### config.mk
export PLATFORM = sky130hd
export DESIGN_NAME = sisc_top
export DESIGN_NICKNAME = d
export VERILOG_FILES = /design/src/sisc_pkg.sv /design/src/sisc_top.sv
export VERILOG_INCLUDE_DIRS = /design/src /design/src/src
export SDC_FILE = /design/constraint.sdc
export NUM_CORES = 1
export LEC_CHECK = 0
export BUFFER_PORTS_ARGS = -buffer_cell sky130_fd_sc_hd__clkbuf_2
export CORE_UTILIZATION = 35
export DETAILED_ROUTE_END_ITERATION = 7
export PLACE_DENSITY = 0.5
export RECOVER_POWER = 50
export SYNTH_ARGS = -nofsm -noshare
export SYNTH_HDL_FRONTEND = slang
export SYNTH_SLANG_ARGS = --single-unit
### constraint.sdc
create_clock -name sys_clk_i -period 4.7 [get_ports sys_clk_i]
set_input_delay 0 -clock sys_clk_i [delete_from_list [all_inputs] [get_ports sys_clk_i]]
set_output_delay 0 -clock sys_clk_i [all_outputs]
set_load 0.02 [all_outputs]
### src/sisc_map.svh
// Address map, field positions, reset values and timing figures of the sensor and servo block.
// How it works
// RULE_01: Status bit 0 is left proximity, bit 1 right proximity, one means object.
// RULE_02: Status bits 2, 3, 4 show buttons c, b, a level, one pressed.
// RULE_03: A level bit follows its button, high while held, low once released.
// RULE_04: Status bits 5, 6, 7 give press versions of buttons c, b, a.
// RULE_05: A press bit reads one once per press, then zero until next press.
// RULE_06: One commit write moves five staged positions into all servos together.
// RULE_07: Positions from 400 to 2100 are accepted by default.
// RULE_08: A single position write changes one servo and leaves the others unchanged.
// RULE_09: Each servo has its own minimum and maximum, resetting to 400 and 2100.
// RULE_10: Servo index 0 to 4 selects exactly one servo; other indices are unmapped.
// RULE_11: Position sets pulse width, and the pulse never fills the whole period.
// RULE_12: The host spaces status requests, roughly 100 ms apart.
// RULE_13: Positions outside a servo's limits are clamped to the nearer limit.
`ifndef SISC_MAP_SVH
`define SISC_MAP_SVH

`define SISC_OFF_STATUS 8'h00
`define SISC_OFF_INT_STAT 8'h04
`define SISC_OFF_INT_MASK 8'h08
`define SISC_OFF_COMMIT 8'h0c
`define SISC_GRP_CTRL 3'h0
`define SISC_GRP_POS 3'h1
`define SISC_GRP_STAGE 3'h2
`define SISC_GRP_LIM 3'h3

`define SISC_N_SERVO 5
`define SISC_N_PIN 5
`define SISC_N_BTN 3
`define SISC_BTN_LSB 2

`define SISC_LIM_MIN_LSB 0
`define SISC_LIM_MAX_LSB 16
`define SISC_LIM_MIN_RST 12'h190
`define SISC_LIM_MAX_RST 12'h834
`define SISC_POS_RST 12'h190

`define SISC_CLK_PERIOD_NS 4
`define SISC_TICK_NS 1000
`define SISC_TICK_CYCLES ((`SISC_TICK_NS + `SISC_CLK_PERIOD_NS - 1) / `SISC_CLK_PERIOD_NS)
`define SISC_FRAME_US 20000
`define SISC_FRAME_TICKS (`SISC_FRAME_US * 1000 / `SISC_TICK_NS)

`endif

### src/sisc_pkg.sv
// Types shared by the sensor and servo block.
package sisc_pkg;
  typedef logic [7:0] sisc_addr_t;
  typedef logic [31:0] sisc_word_t;
  typedef logic [11:0] sisc_pos_t;
  typedef logic [14:0] sisc_frame_t;
  typedef logic [7:0] sisc_tick_t;
endpackage

### src/sisc_top.sv
// Sensor status byte, interrupt flags and five-channel servo pulse generator.
`include "sisc_map.svh"

module sisc_top #(
  parameter int unsigned FRAME_TICKS = `SISC_FRAME_TICKS
) (
  input wire logic sys_clk_i,
  input wire logic rst_i,
  input wire logic clk_en_i,
  input sisc_pkg::sisc_addr_t reg_addr_i,
  input sisc_pkg::sisc_word_t reg_wdata_i,
  input wire logic reg_wr_i,
  input wire logic reg_rd_i,
  output sisc_pkg::sisc_word_t reg_rdata_o,
  input wire logic ir_left_i,
  input wire logic ir_right_i,
  input wire logic button_a_i,
  input wire logic button_b_i,
  input wire logic button_c_i,
  output logic [4:0] servo_pwm_o,
  output logic irq_o
);
  import sisc_pkg::*;

  // Pin order matches the low five status bits, so the status byte is a plain concatenation.
  logic [`SISC_N_PIN-1:0] pin_raw;
  assign pin_raw = {button_a_i, button_b_i, button_c_i, ir_right_i, ir_left_i};

  logic [`SISC_N_PIN-1:0] sync1_q;
  logic [`SISC_N_PIN-1:0] sync2_q;
  logic [`SISC_N_PIN-1:0] sync3_q;
  logic [`SISC_N_PIN-1:0] filt_q;
  logic [`SISC_N_PIN-1:0] filt_d;
  logic [`SISC_N_PIN-1:0] rise;

  logic [`SISC_N_BTN-1:0] press_q;
  logic [`SISC_N_BTN-1:0] press_d;
  logic [`SISC_N_PIN-1:0] int_stat_q;
  logic [`SISC_N_PIN-1:0] int_stat_d;
  logic [`SISC_N_PIN-1:0] int_mask_q;
  logic irq_q;

  sisc_word_t rdata_q;
  sisc_word_t rd_word;

  sisc_tick_t tick_q;
  sisc_frame_t frame_q;
  logic tick;
  logic frame_end;
  logic [`SISC_N_SERVO-1:0] pwm_q;
  logic [`SISC_N_SERVO-1:0] pwm_d;

  sisc_pos_t pos_rd [`SISC_N_SERVO];
  sisc_pos_t stage_rd [`SISC_N_SERVO];
  sisc_pos_t min_rd [`SISC_N_SERVO];
  sisc_pos_t max_rd [`SISC_N_SERVO];

  // Register decode.
  logic [2:0] grp;
  logic [2:0] idx;
  logic [2:0] idx_s;
  logic idx_ok;
  logic aligned;
  logic wr_pos;
  logic wr_stage;
  logic wr_lim;
  logic wr_commit;
  logic wr_mask;
  logic rd_status;
  logic rd_int;

  assign grp = reg_addr_i[7:5];
  assign idx = reg_addr_i[4:2];
  assign aligned = (reg_addr_i[1:0] == 2'h0);
  assign idx_ok = aligned && (idx < 3'(`SISC_N_SERVO)); // [RULE_10]
  assign idx_s = idx_ok ? idx : 3'h0;
  assign wr_pos = reg_wr_i && (grp == `SISC_GRP_POS) && idx_ok; // [RULE_08]
  assign wr_stage = reg_wr_i && (grp == `SISC_GRP_STAGE) && idx_ok;
  assign wr_lim = reg_wr_i && (grp == `SISC_GRP_LIM) && idx_ok; // [RULE_09]
  assign wr_commit = reg_wr_i && (reg_addr_i == `SISC_OFF_COMMIT); // [RULE_06]
  assign wr_mask = reg_wr_i && (reg_addr_i == `SISC_OFF_INT_MASK);
  assign rd_status = reg_rd_i && (reg_addr_i == `SISC_OFF_STATUS);
  assign rd_int = reg_rd_i && (reg_addr_i == `SISC_OFF_INT_STAT);

  // Input conditioning: three stages, and a change is taken only when stages two and three agree.
  // This rejects a single-cycle glitch but does not debounce mechanical bounce.
  generate
    for (genvar p = 0; p < `SISC_N_PIN; p++) begin : g_pin
      assign filt_d[p] = (sync2_q[p] == sync3_q[p]) ? sync2_q[p] : filt_q[p];
    end
  endgenerate

  assign rise = filt_d & ~filt_q;

  always_ff @(posedge sys_clk_i) begin
    if (rst_i) begin
      sync1_q <= '0;
      sync2_q <= '0;
      sync3_q <= '0;
      filt_q <= '0;
    end else if (clk_en_i) begin
      sync1_q <= pin_raw;
      sync2_q <= sync1_q;
      sync3_q <= sync2_q;
      filt_q <= filt_d; // [RULE_01] [RULE_02] [RULE_03]
    end
  end

  // Press bits are sticky until the status byte is read; a new press in the read cycle survives.
  assign press_d = rise[`SISC_BTN_LSB +: `SISC_N_BTN]
                 | (press_q & ~{`SISC_N_BTN{rd_status}}); // [RULE_04] [RULE_05]
  assign int_stat_d = rise | (int_stat_q & ~{`SISC_N_PIN{rd_int}});

  always_ff @(posedge sys_clk_i) begin
    if (rst_i) begin
      press_q <= '0;
      int_stat_q <= '0;
      int_mask_q <= '0;
      irq_q <= 1'b0;
    end else if (clk_en_i) begin
      press_q <= press_d; // [RULE_05]
      int_stat_q <= int_stat_d;
      if (wr_mask) begin
        int_mask_q <= reg_wdata_i[`SISC_N_PIN-1:0];
      end
      irq_q <= |(int_stat_q & int_mask_q);
    end
  end

  // Pulse timebase: one tick per position unit, one frame per servo period.
  assign tick = (tick_q == 8'(`SISC_TICK_CYCLES - 1));
  assign frame_end = tick && (frame_q == 15'(FRAME_TICKS - 1));

  always_ff @(posedge sys_clk_i) begin
    if (rst_i) begin
      tick_q <= '0;
      frame_q <= '0;
    end else if (clk_en_i) begin
      tick_q <= tick ? 8'h00 : tick_q + 8'h01;
      if (frame_end) begin
        frame_q <= '0;
      end else if (tick) begin
        frame_q <= frame_q + 15'h0001;
      end
    end
  end

  // Per-servo storage, clamping and pulse compare.
  generate
    for (genvar s = 0; s < `SISC_N_SERVO; s++) begin : g_servo
      sisc_pos_t pos_q;
      sisc_pos_t stage_q;
      sisc_pos_t min_q;
      sisc_pos_t max_q;
      sisc_pos_t lo;
      sisc_pos_t eff;
      sisc_frame_t eff_w;
      sisc_frame_t cap;
      sisc_frame_t width_q;
      sisc_frame_t width_d;
      logic sel;

      assign sel = (idx_s == 3'(s));
      assign lo = (pos_q < min_q) ? min_q : pos_q; // [RULE_13]
      assign eff = (lo > max_q) ? max_q : lo; // [RULE_13]
      assign eff_w = {3'h0, eff};
      // Capping at one tick short of the frame keeps every period ending low.
      assign cap = 15'(FRAME_TICKS - 1);
      assign width_d = (eff_w > cap) ? cap : eff_w; // [RULE_11]
      assign pwm_d[s] = (frame_q < width_q); // [RULE_11]

      assign pos_rd[s] = pos_q;
      assign stage_rd[s] = stage_q;
      assign min_rd[s] = min_q;
      assign max_rd[s] = max_q;

      always_ff @(posedge sys_clk_i) begin
        if (rst_i) begin
          pos_q <= `SISC_POS_RST;
          stage_q <= `SISC_POS_RST;
          min_q <= `SISC_LIM_MIN_RST; // [RULE_07] [RULE_09]
          max_q <= `SISC_LIM_MAX_RST; // [RULE_07] [RULE_09]
          width_q <= '0;
        end else if (clk_en_i) begin
          if (wr_commit) begin
            pos_q <= stage_q; // [RULE_06]
          end else if (wr_pos && sel) begin
            pos_q <= reg_wdata_i[11:0]; // [RULE_08]
          end
          if (wr_stage && sel) begin
            stage_q <= reg_wdata_i[11:0];
          end
          if (wr_lim && sel) begin
            min_q <= reg_wdata_i[`SISC_LIM_MIN_LSB +: 12]; // [RULE_09]
            max_q <= reg_wdata_i[`SISC_LIM_MAX_LSB +: 12]; // [RULE_09]
          end
          // Width changes only at a frame boundary so no pulse is cut short.
          if (frame_end) begin
            width_q <= width_d;
          end
        end
      end
    end
  endgenerate

  always_ff @(posedge sys_clk_i) begin
    if (rst_i) begin
      pwm_q <= '0;
    end else if (clk_en_i) begin
      pwm_q <= pwm_d;
    end
  end

  // Read selection; unmapped addresses read as zero.
  sisc_word_t status_word;
  sisc_word_t ctrl_word;
  sisc_word_t lim_word;
  sisc_word_t grp_word;

  assign status_word = {24'h000000, press_q, filt_q}; // [RULE_01] [RULE_02] [RULE_04]
  assign ctrl_word = (reg_addr_i == `SISC_OFF_STATUS) ? status_word
                   : (reg_addr_i == `SISC_OFF_INT_STAT) ? {27'h0, int_stat_q}
                   : (reg_addr_i == `SISC_OFF_INT_MASK) ? {27'h0, int_mask_q}
                   : 32'h00000000;
  assign lim_word = {4'h0, max_rd[idx_s], 4'h0, min_rd[idx_s]};
  assign grp_word = (grp == `SISC_GRP_POS) ? {20'h00000, pos_rd[idx_s]}
                  : (grp == `SISC_GRP_STAGE) ? {20'h00000, stage_rd[idx_s]}
                  : (grp == `SISC_GRP_LIM) ? lim_word
                  : 32'h00000000;
  assign rd_word = (grp == `SISC_GRP_CTRL) ? ctrl_word
                 : idx_ok ? grp_word
                 : 32'h00000000;

  always_ff @(posedge sys_clk_i) begin
    if (rst_i) begin
      rdata_q <= '0;
    end else if (clk_en_i) begin
      rdata_q <= reg_rd_i ? rd_word : 32'h00000000;
    end
  end

  assign reg_rdata_o = rdata_q;
  assign servo_pwm_o = pwm_q;
  assign irq_o = irq_q;

endmodule
==> results of run 1 <==
-- power by group through the flow --
| stage | clock (mW) | sequential, mW | combinational, mW |
|---|---|---|---|
| after detailed placement | 0 | 3.36 | 0.407 |
| after global routing | 3.79 | 3.29 | 0.447 |
| after global placement | 0 | 3.36 | 0.405 |
| after floorplan | 0 | 3.36 | 0.233 |
| after CTS | 3.65 | 3.29 | 0.425 |
| final | 3.60 | 3.29 | 0.432 |
-- synthesized netlist by cell type (48+ instances only) --
| cell type | count | share of area, % |
|---|---|---|
| nor3_1 | 71 | 1.6 |
| o21ai_0 | 162 | 3.5 |
| a211oi_1 | 84 | 2.8 |
| ha_1 | 173 | 9.5 |
| nand3_1 | 75 | 1.6 |
| o22ai_1 | 48 | 1.3 |
| a21oi_1 | 230 | 5.0 |
| a22oi_1 | 49 | 1.6 |
| dfxtp_1 | 386 | 34 |
| clkbuf_1 | 147 | 2.4 |
| nor2_1 | 215 | 3.5 |
| o211ai_1 | 57 | 1.9 |
| inv_1 | 215 | 3.5 |
| mux2i_1 | 103 | 4.5 |
| nand2_1 | 378 | 6.2 |
-- metal layers --
layer  global-route usage, %  part of all wire (%)  routed length (microns)  vias to the layer above
met2                    43.3                    45                    41600                      850
met5                       0                     0                        0                        -
met3                    2.65                   5.5                     5030                      200
met1                    36.6                    45                    40800                    10784
met4                    11.8                   4.6                     4230                        0
li1                        -                     -                        -                    10476
-- what timing repair did --
item / in CTS / in global routing
hold endpoints to repair: 126 / 0
setup endpoints to repair: 0 / 12
gates resized for setup: 0 / 1
hold buffers: 26 / 0
-- sequential cells by signal, indices dropped and copies added, names as in the netlist --
register         cells
reg_rdata_o         24
sync1_q              5
tick_q               8
g_servo.width_q     60
irq_o                1
int_mask_q           5
g_servo.min_q       60
g_servo.stage_q     60
frame_q             15
servo_pwm_o          5
sync3_q              5
int_stat_q           5
press_q              3
sync2_q              5
filt_q               5
g_servo.pos_q       60
g_servo.max_q       60
-- area by class of cell --
type	count	area share, %
clock buffers	69	5.34
clock inverters	10	0.429
inverters	215	3.15
multi-input cells	2111	52.6
flip-flops and latches	386	30.1
well taps	855	4.17
repair buffers	167	4.21
-- logic make-up (layout without fill, tap and decap cells) --
logic type / count (synthesis) / after routing
muxes: 112 / 112
other: 1 / 8
DFF: 386 / 386
adders and majority gates: 173 / 173
AOI/OAI and AO/OA: 875 / 875
buffers and inverters: 427 / 461
xor gates and xnor gates: 17 / 17
and+or+nand+nor: 926 / 926
-- worst register-to-register path: cells and delay by family (launching register included) --
kind	cells	cell delay (ns)
AOI/OAI and AO/OA	8	2.32
adders and majority gates	2	0.62
and+or+nand+nor	3	0.63
buffers and inverters	2	0.28
DFF	1	0.38
-- worst min-delay path by stage --
stage	start	endpoint	cells after the start
2_1_floorplan	reg_wdata_i[26]	g_servo[1].max_q[10]	2
3_3_place_gp	button_c_i	sync1_q[2]	3
3_5_place_dp	button_c_i	sync1_q[2]	3
4_1_cts	reg_wdata_i[10]	g_servo[0].min_q[10]	3
5_1_grt	reg_wdata_i[10]	g_servo[4].min_q[10]	3
6_report	reg_wdata_i[3]	g_servo[0].min_q[3]	3
-- metrics by stage --
step / setup WS, ns / utilization (%) / cell area (sq um) / hold slack (ns)
CTS: 0.299 / 39.9 / 25700 / 0.00665
detailed placement: 0.317 / 37.2 / 24000 / 0.254
global route: 0.0114 / 39.8 / 25600 / 0.0214
floorplan: 0.808 / - / 22900 / 0.136
finish: 0.378 / 39.8 / 25600 / 0.0528
global placement: 0.382 / 37.2 / 24000 / 0.239
==> results.txt, run 1 <==
----------------------------------------------------
[Status]
  Run status ... complete, but fails checks
  Violated checks ... capacitance limit, slew limit

[Final layout]
  Fillers ... approximately 6.7k
  Fraction of final layout cells sized beyond drive strength 1 ... 6.90%
  Cell Count, Final, Fillers Out ... 3813
  Most frequent standard cell in the layout excluding fill and tap cells ... dfxtp_1
  Layout Area Growth over Synthesis ... 12.2%
  Most frequent cells in the layout ... dfxtp_1 (386), nand2_1 (378), a21oi_1 (229), inv_1 (215), nor2_1 (209)
  Antenna diodes ... 0
  Number of nets in the layout ... 3150
  Area occupied by multi-input gates ... approximately 0.013 sq mm
  Register cell area after layout ... 0.00773 sq mm

[Detailed routing]
  DRC violation count after routing ... 0
  Average wire per cell in the routed design ... 24.1 microns
  First drt pass iteration count ... 6
  Routed vias ... 22.3k
  Drt initial violations ... 2066
  Number of vias per cell after detailed routing ... 5.85
  Routed wire length ... 91800 microns
  Post-detailed-route count of antenna-violating nets ... 0

[Min path]
  Worst min-delay path class ... in2reg

[Timing]
  Max Clock Freq ... approximately 230 MHz
  Post-layout minimum cycle time ... 4.32 ns
  Crit share post-route ... 92.0%
  Max Clock Skew ... 0.0339 ns
  Actual transition at the worst max-transition pin ... around 2.1 ns
  Count of endpoints failing hold in the final timing report ... 0
  Count of pins over their slew limit ... 219
  Final total negative setup slack ... 0 ns
  Setup repair after global routing missed its margin ... false
  Final setup violation count ... 0
  Worst rel slew slack ... -42.1%

[Pwr]
  Clock network fraction of total power ... around 49%
  Final Power ... around 7.3 mW
  Internal power contribution ... 5.50 mW
  Switching fraction of total power ... 24.9%
  VDD IR max ... 0.259 mV
  Sequential share of power ... 44.9%
  Combinational cell fraction of total power ... 5.9%
  Power density relative to cell area ... around 290 mW/mm^2
  Switching power ... 1.83 mW
  Static Leak ... between 10 and 15 nW

[Synthesis]
  Ys async rst share ... 0%
  Flip-flop and latch count after synthesis ... 386
  Netlist area before placement ... between 0.02 and 0.025 sq mm
  Proportion of synthesized chip area in sequential cells ... 33.8%
  Synth Area in Simple Gates ... 18.5%
  Post-synthesis share of cell area spent on full adders, half adders and majority gates ... roughly a tenth
  Largest family of logic cells by synthesized area ... compound AO/OA/AOI/OAI gates
  Parity-gate share of the synthesized area counting xor and xnor cells ... 0.652%
  Top_reg_cell synth ... dfxtp_1
  Mean cell area of the mapped netlist ... 7.83 sq um
  EDFF count, synth ... 0
  Count of cell types in the netlist ... 73
  Mux cell area share after synthesis ... approximately 5%
  Number of warnings printed during yosys synthesis ... 0
  Number of standard cells after synthesis ... 2917
  Synthesized-area fraction occupied by ao, oa, aoi and oai cells ... 25.0%

[Job]
  Count of maximum capacitance violations ... 6

[Global route]
  GRT Overall Usage ... 27.0%
  Number of global-route vias before repair ... roughly 21k
  Number of antenna violations at the first check in global routing ... 0
  First-pass GRT wire length ... ~140000 microns
  Largest net degree at the start of global routing ... 82
  Overall overflow remaining after global route ... 0

[Clock network]
  Number of H-tree branching levels ... 2
  CTS clk-pin slew, worst paths ... 0.06 ns
  Clock Tree Buf Depth ... 3
  CTS tree ... built
  Clock latency on the worst-skew pair ... around 0.59 ns
  CTS Buf Count ... 46
  Sink count of the clock tree ... 386
  Number of buffers inserted to repair setup after CTS ... 0
  Clock Root Buffer ... clkbuf_16

[Critical path]
  Worst r2r dst ... g_servo[3].width_q[10]
  Cells traversed along the worst timing path ... inv_1, ha_1, a211o_1, nor2_1, a21oi_1, nand3_1, o211ai_1, ha_1, a21o_1, a21oi_1, nor4b_1, a211oi_1, buf_4, a22o_1, a21o_1
  Crit-path max FO ... 16
  Delay of the slowest cell on the worst path ... 0.94 ns
  Crit path capture type ... flop
  Data required time at the worst endpoint ... between 5 and 6 ns
  Reg2reg setup slack ... 0.38 ns
  Startpoint of the worst-slack reg-to-reg timing path ... g_servo[3].min_q[9]
  Critical Path Sink ... g_servo[3].width_q[10]
  Crit. path cell count ... 15
  Data arrival time of the worst path ... 4.77 ns
  Cell family contributing the most delay on the critical path ... compound AO/OA/AOI/OAI gates
  Count of buffer and inverter cells on the critical path ... 2
  Worst setup path startpoint ... g_servo[3].min_q[9]
  Setup crit start kind ... flop
  FF-to-FF path depth ... 15
  Kind of critical path ... reg2reg
  Crit-path slowest cell ... a21oi_1

[Floorplanning]
  Starting density of the core ... 35.4%
  Number of I/O pins ... 88
  Overall die width ... around 260 microns
  Die area ... 0.0663 sq mm
  Core region area ... 0.0645 sq mm
  Die Span Y ... about 260 microns
  Number of placement rows ... 93

[Place]
  GP Congestion ... 0.956
  Post-detail-place hpwl ... 67600 microns
  Number of port buffers ... 71
  Post-placement cell count ... about 3.7k

----------------------------------------------------
No activity file was read; power rests on OpenSTA's default activity.
==> inputs of run 2 (changes only) <==
--- a/config.mk
+++ b/config.mk
@@ -7,8 +7,10 @@
 export NUM_CORES = 1
 export LEC_CHECK = 0
 export BUFFER_PORTS_ARGS = -buffer_cell sky130_fd_sc_hd__clkbuf_2
+export CORE_MARGIN = 2
 export CORE_UTILIZATION = 35
 export DETAILED_ROUTE_END_ITERATION = 7
+export GPL_TIMING_DRIVEN = 0
 export PLACE_DENSITY = 0.5
 export RECOVER_POWER = 50
 export SYNTH_ARGS = -nofsm -noshare
==> constraint.sdc (replaced) <==
create_clock -name sys_clk_i -period 5.2 [get_ports sys_clk_i]
set_input_delay 0 -clock sys_clk_i [delete_from_list [all_inputs] [get_ports sys_clk_i]]
set_output_delay 0 -clock sys_clk_i [all_outputs]
set_load 0.02 [all_outputs]
==> run 2 against run 1 <==
Net effect:
- the run still ends with capacitance limit, slew limit left
- worst setup slack lost 0.13 ns
- first-iteration DRC count grew 17%
- critical endpoint is now g_servo[3].width_q[9]
- sequential power shrank 9.4%
- combinational power grew 2%
- register-to-register slack lost 0.13 ns
- highest routed layer unchanged
- utilization grew 0.40 points
- largest power group unchanged
- largest cell class unchanged
- sequential share of layout area shrank 0.30 points
- die area grew 1.6%
- via count grew 3.4%
==> results.txt, run 2 (synthesized netlist as in run 1, its figures left out) <==
----------------------------------------------------
[Status]
  Run status ... complete, but fails checks (unchanged)
  Violated checks ... capacitance limit, slew limit (unchanged)

[Clock network]
  CTS clk-pin slew, worst paths ... 0.06 ns (about the same)
  CTS Buf Count ... 46 (unchanged)
  Clock latency on the worst-skew pair ... 0.59 ns (about the same)
  Clock Tree Buf Depth ... 3 (unchanged)
  Clock Root Buffer ... clkbuf_16 (unchanged)
  CTS tree ... built (unchanged)
  Number of H-tree branching levels ... 2 (unchanged)
  Sink count of the clock tree ... 386 (unchanged)

[Floorplanning]
  Starting density of the core ... 35.4% (unchanged)
  Core region area ... 0.0645 sq mm (unchanged)
  Number of I/O pins ... 88 (unchanged)
  Overall die width ... 260 microns (was 258 microns)
  Die Span Y ... 260 microns (was 258 microns)
  Die area ... 0.0673 sq mm (was 0.0663 sq mm)
  Number of placement rows ... 93 (unchanged)

[Detailed routing]
  First drt pass iteration count ... 5 (was 6)
  Drt initial violations ... 2415 (was 2066)
  Number of vias per cell after detailed routing ... 5.83 (was 5.85)
  Average wire per cell in the routed design ... 26.2 microns (was 24.1 microns)
  Post-detailed-route count of antenna-violating nets ... 0 (unchanged)
  Routed vias ... 23.1k (was 22.3k)
  Routed wire length ... 104000 microns (was 91800 microns)
  DRC violation count after routing ... 0 (unchanged)

[Critical path]
  Crit-path max FO ... 10 (was 16)
  Kind of critical path ... reg2reg (unchanged)
  Setup crit start kind ... flop (unchanged)
  Data arrival time of the worst path ... 5.47 ns (was 4.77 ns)
  Data required time at the worst endpoint ... 5.72 ns (was 5.15 ns)
  Crit path capture type ... flop (unchanged)

[Timing]
  Count of endpoints failing hold in the final timing report ... 0 (unchanged)
  Max Clock Freq ... 202 MHz (was 231 MHz)
  Final setup violation count ... 0 (unchanged)
  Worst rel slew slack ... -7.33% (was -42.1%)
  Post-layout minimum cycle time ... 4.95 ns (was 4.32 ns)
  Actual transition at the worst max-transition pin ... 1.60 ns (was 2.13 ns)
  Setup repair after global routing missed its margin ... false (unchanged)
  Max Clock Skew ... 0.0198 ns (was 0.0339 ns)
  Crit share post-route ... 95.2% (was 92.0%)
  Count of pins over their slew limit ... 7 (was 219)
  Final total negative setup slack ... 0 ns (unchanged)

[Final layout]
  Post-route cell area ... 0.0259 sq mm (was 0.0256 sq mm)
  Cell Count, Final, Fillers Out ... 3956 (was 3813)
  Most frequent standard cell in the layout excluding fill and tap cells ... dfxtp_1 (unchanged)
  Most frequent cells in the layout ... dfxtp_1 (386), nand2_1 (378), a21oi_1 (230), nor2_1 (215), inv_1 (215) (was dfxtp_1 (386), nand2_1 (378), a21oi_1 (229), inv_1 (215), nor2_1 (209))
  Fraction of final layout cells sized beyond drive strength 1 ... 5.33% (was 6.90%)
  Layout Area Growth over Synthesis ... 13.4% (was 12.2%)
  Number of nets in the layout ... 3287 (was 3150)

[Global route]
  Number of antenna violations at the first check in global routing ... 1 (was 0)
  GRT Overall Usage ... 30.0% (was 27.0%)
  Overall overflow remaining after global route ... 0 (unchanged)
  Largest net degree at the start of global routing ... 13 (was 82)
  Number of global-route vias before repair ... 21.7k (was 21.0k)
  First-pass GRT wire length ... 148000 microns (was 136000 microns)

[Pwr]
  VDD IR max ... 0.261 mV (was 0.259 mV)
  Power density relative to cell area ... 256 mW/mm^2 (was 286 mW/mm^2)
  Static Leak ... 10.3 nW (about the same)

[Min path]
  Worst min-delay path class ... in2reg (unchanged)

[Place]
  Post-detail-place hpwl ... 82000 microns (was 67600 microns)
  Number of port buffers ... 66 (was 71)
  GP Congestion ... 0.954 (was 0.956)
  Post-placement cell count ... 3845 (was 3708)
  Placed Area ... 0.0243 sq mm (was 0.0240 sq mm)

[Job]
  Count of maximum capacitance violations ... 2 (was 6)

----------------------------------------------------
## run 2: changes by cell type in the layout (fill, tap and decap cells not counted), sizes merged
cell / before / now
clkinvlp: 1 / 0
clkinv: 6 / 16
buf: 64 / 43
bufinv: 2 / 3
clkbuf: 146 / 297
diode: 0 / 3
## run 2: worst paths after layout
path,start,to,slack [ns],depth (start not counted)
setup / recovery,g_servo[3].min_q[9],g_servo[3].width_q[9],0.25,17
hold / removal,reg_addr_i[5],reg_rdata_o[4],0.08,4
setup reg to reg,g_servo[3].min_q[9],g_servo[3].width_q[9],0.25,17
hold reg to reg,g_servo[0].width_q[11],g_servo[0].width_q[11],0.46,2
## run 2: final cells by class
type / count / area (sq um)
clock buffer: 62 / 1270
buffer: 212 / 868
inverter: 215 / 807
sequential: 386 / 7730
tap: 855 / 1070
timing repair buffer: 92 / 551
multi-input combinational: 2111 / 13400
antenna: 3 / 7.51
fill: 6748 / 38600
clock inverter: 20 / 186
## run 2: repair_timing
action,in CTS,in global routing
setup endpoints to repair,0,10
gates resized for setup,0,3
setup buffers,0,0
hold buffers,26,0
endpoints found under the hold margin,80,0
## run 2: per-stage QoR
step / hold slack (ns) / setup WS [ns] / power (mW) / util [%]
2_1_floorplan: 0.136 / 1.31 / 3.25 / -
6_report: 0.0848 / 0.249 / 6.64 / 40.2
3_3_place_gp: 0.239 / 0.341 / 3.45 / 37.7
4_1_cts: 0.0414 / 0.167 / 6.65 / 40.3
3_5_place_dp: 0.250 / 0.211 / 3.46 / 37.7
5_1_grt: 0.115 / 0.0240 / 6.80 / 40.2
## run 2: report_power, final
part | internal [mW] | switching [mW] | total, mW
clock network | 1.86 | 1.36 | 3.22
logic | 0.106 | 0.336 | 0.441
registers | 2.97 | 0.00896 | 2.98
total | 4.93 | 1.70 | 6.64
## run 2: routing by layer
layer	track usage [%]	routed length (microns)	part of all wire, %
met3	3.68	6750	6.5
met2	47.4	45800	44
met5	0	0	0
met4	13.9	5170	5.0
met1	40.7	45800	44
## run 2: worst max-delay path, cell delays in order, from the launching register on
cell      delay, ns
dfxtp_1        0.44
inv_1          0.09
ha_1           0.29
a211o_1        0.25
clkbuf_1       0.25
nor2_2         0.33
a21oi_1        0.25
clkbuf_1       0.34
a31oi_1        0.53
inv_1          0.09
ha_1           0.31
nand2_1        0.07
or2_2          0.27
a211o_1        0.30
a211oi_1       0.37
clkbuf_1       0.40
a22o_1         0.20
a21o_1         0.08
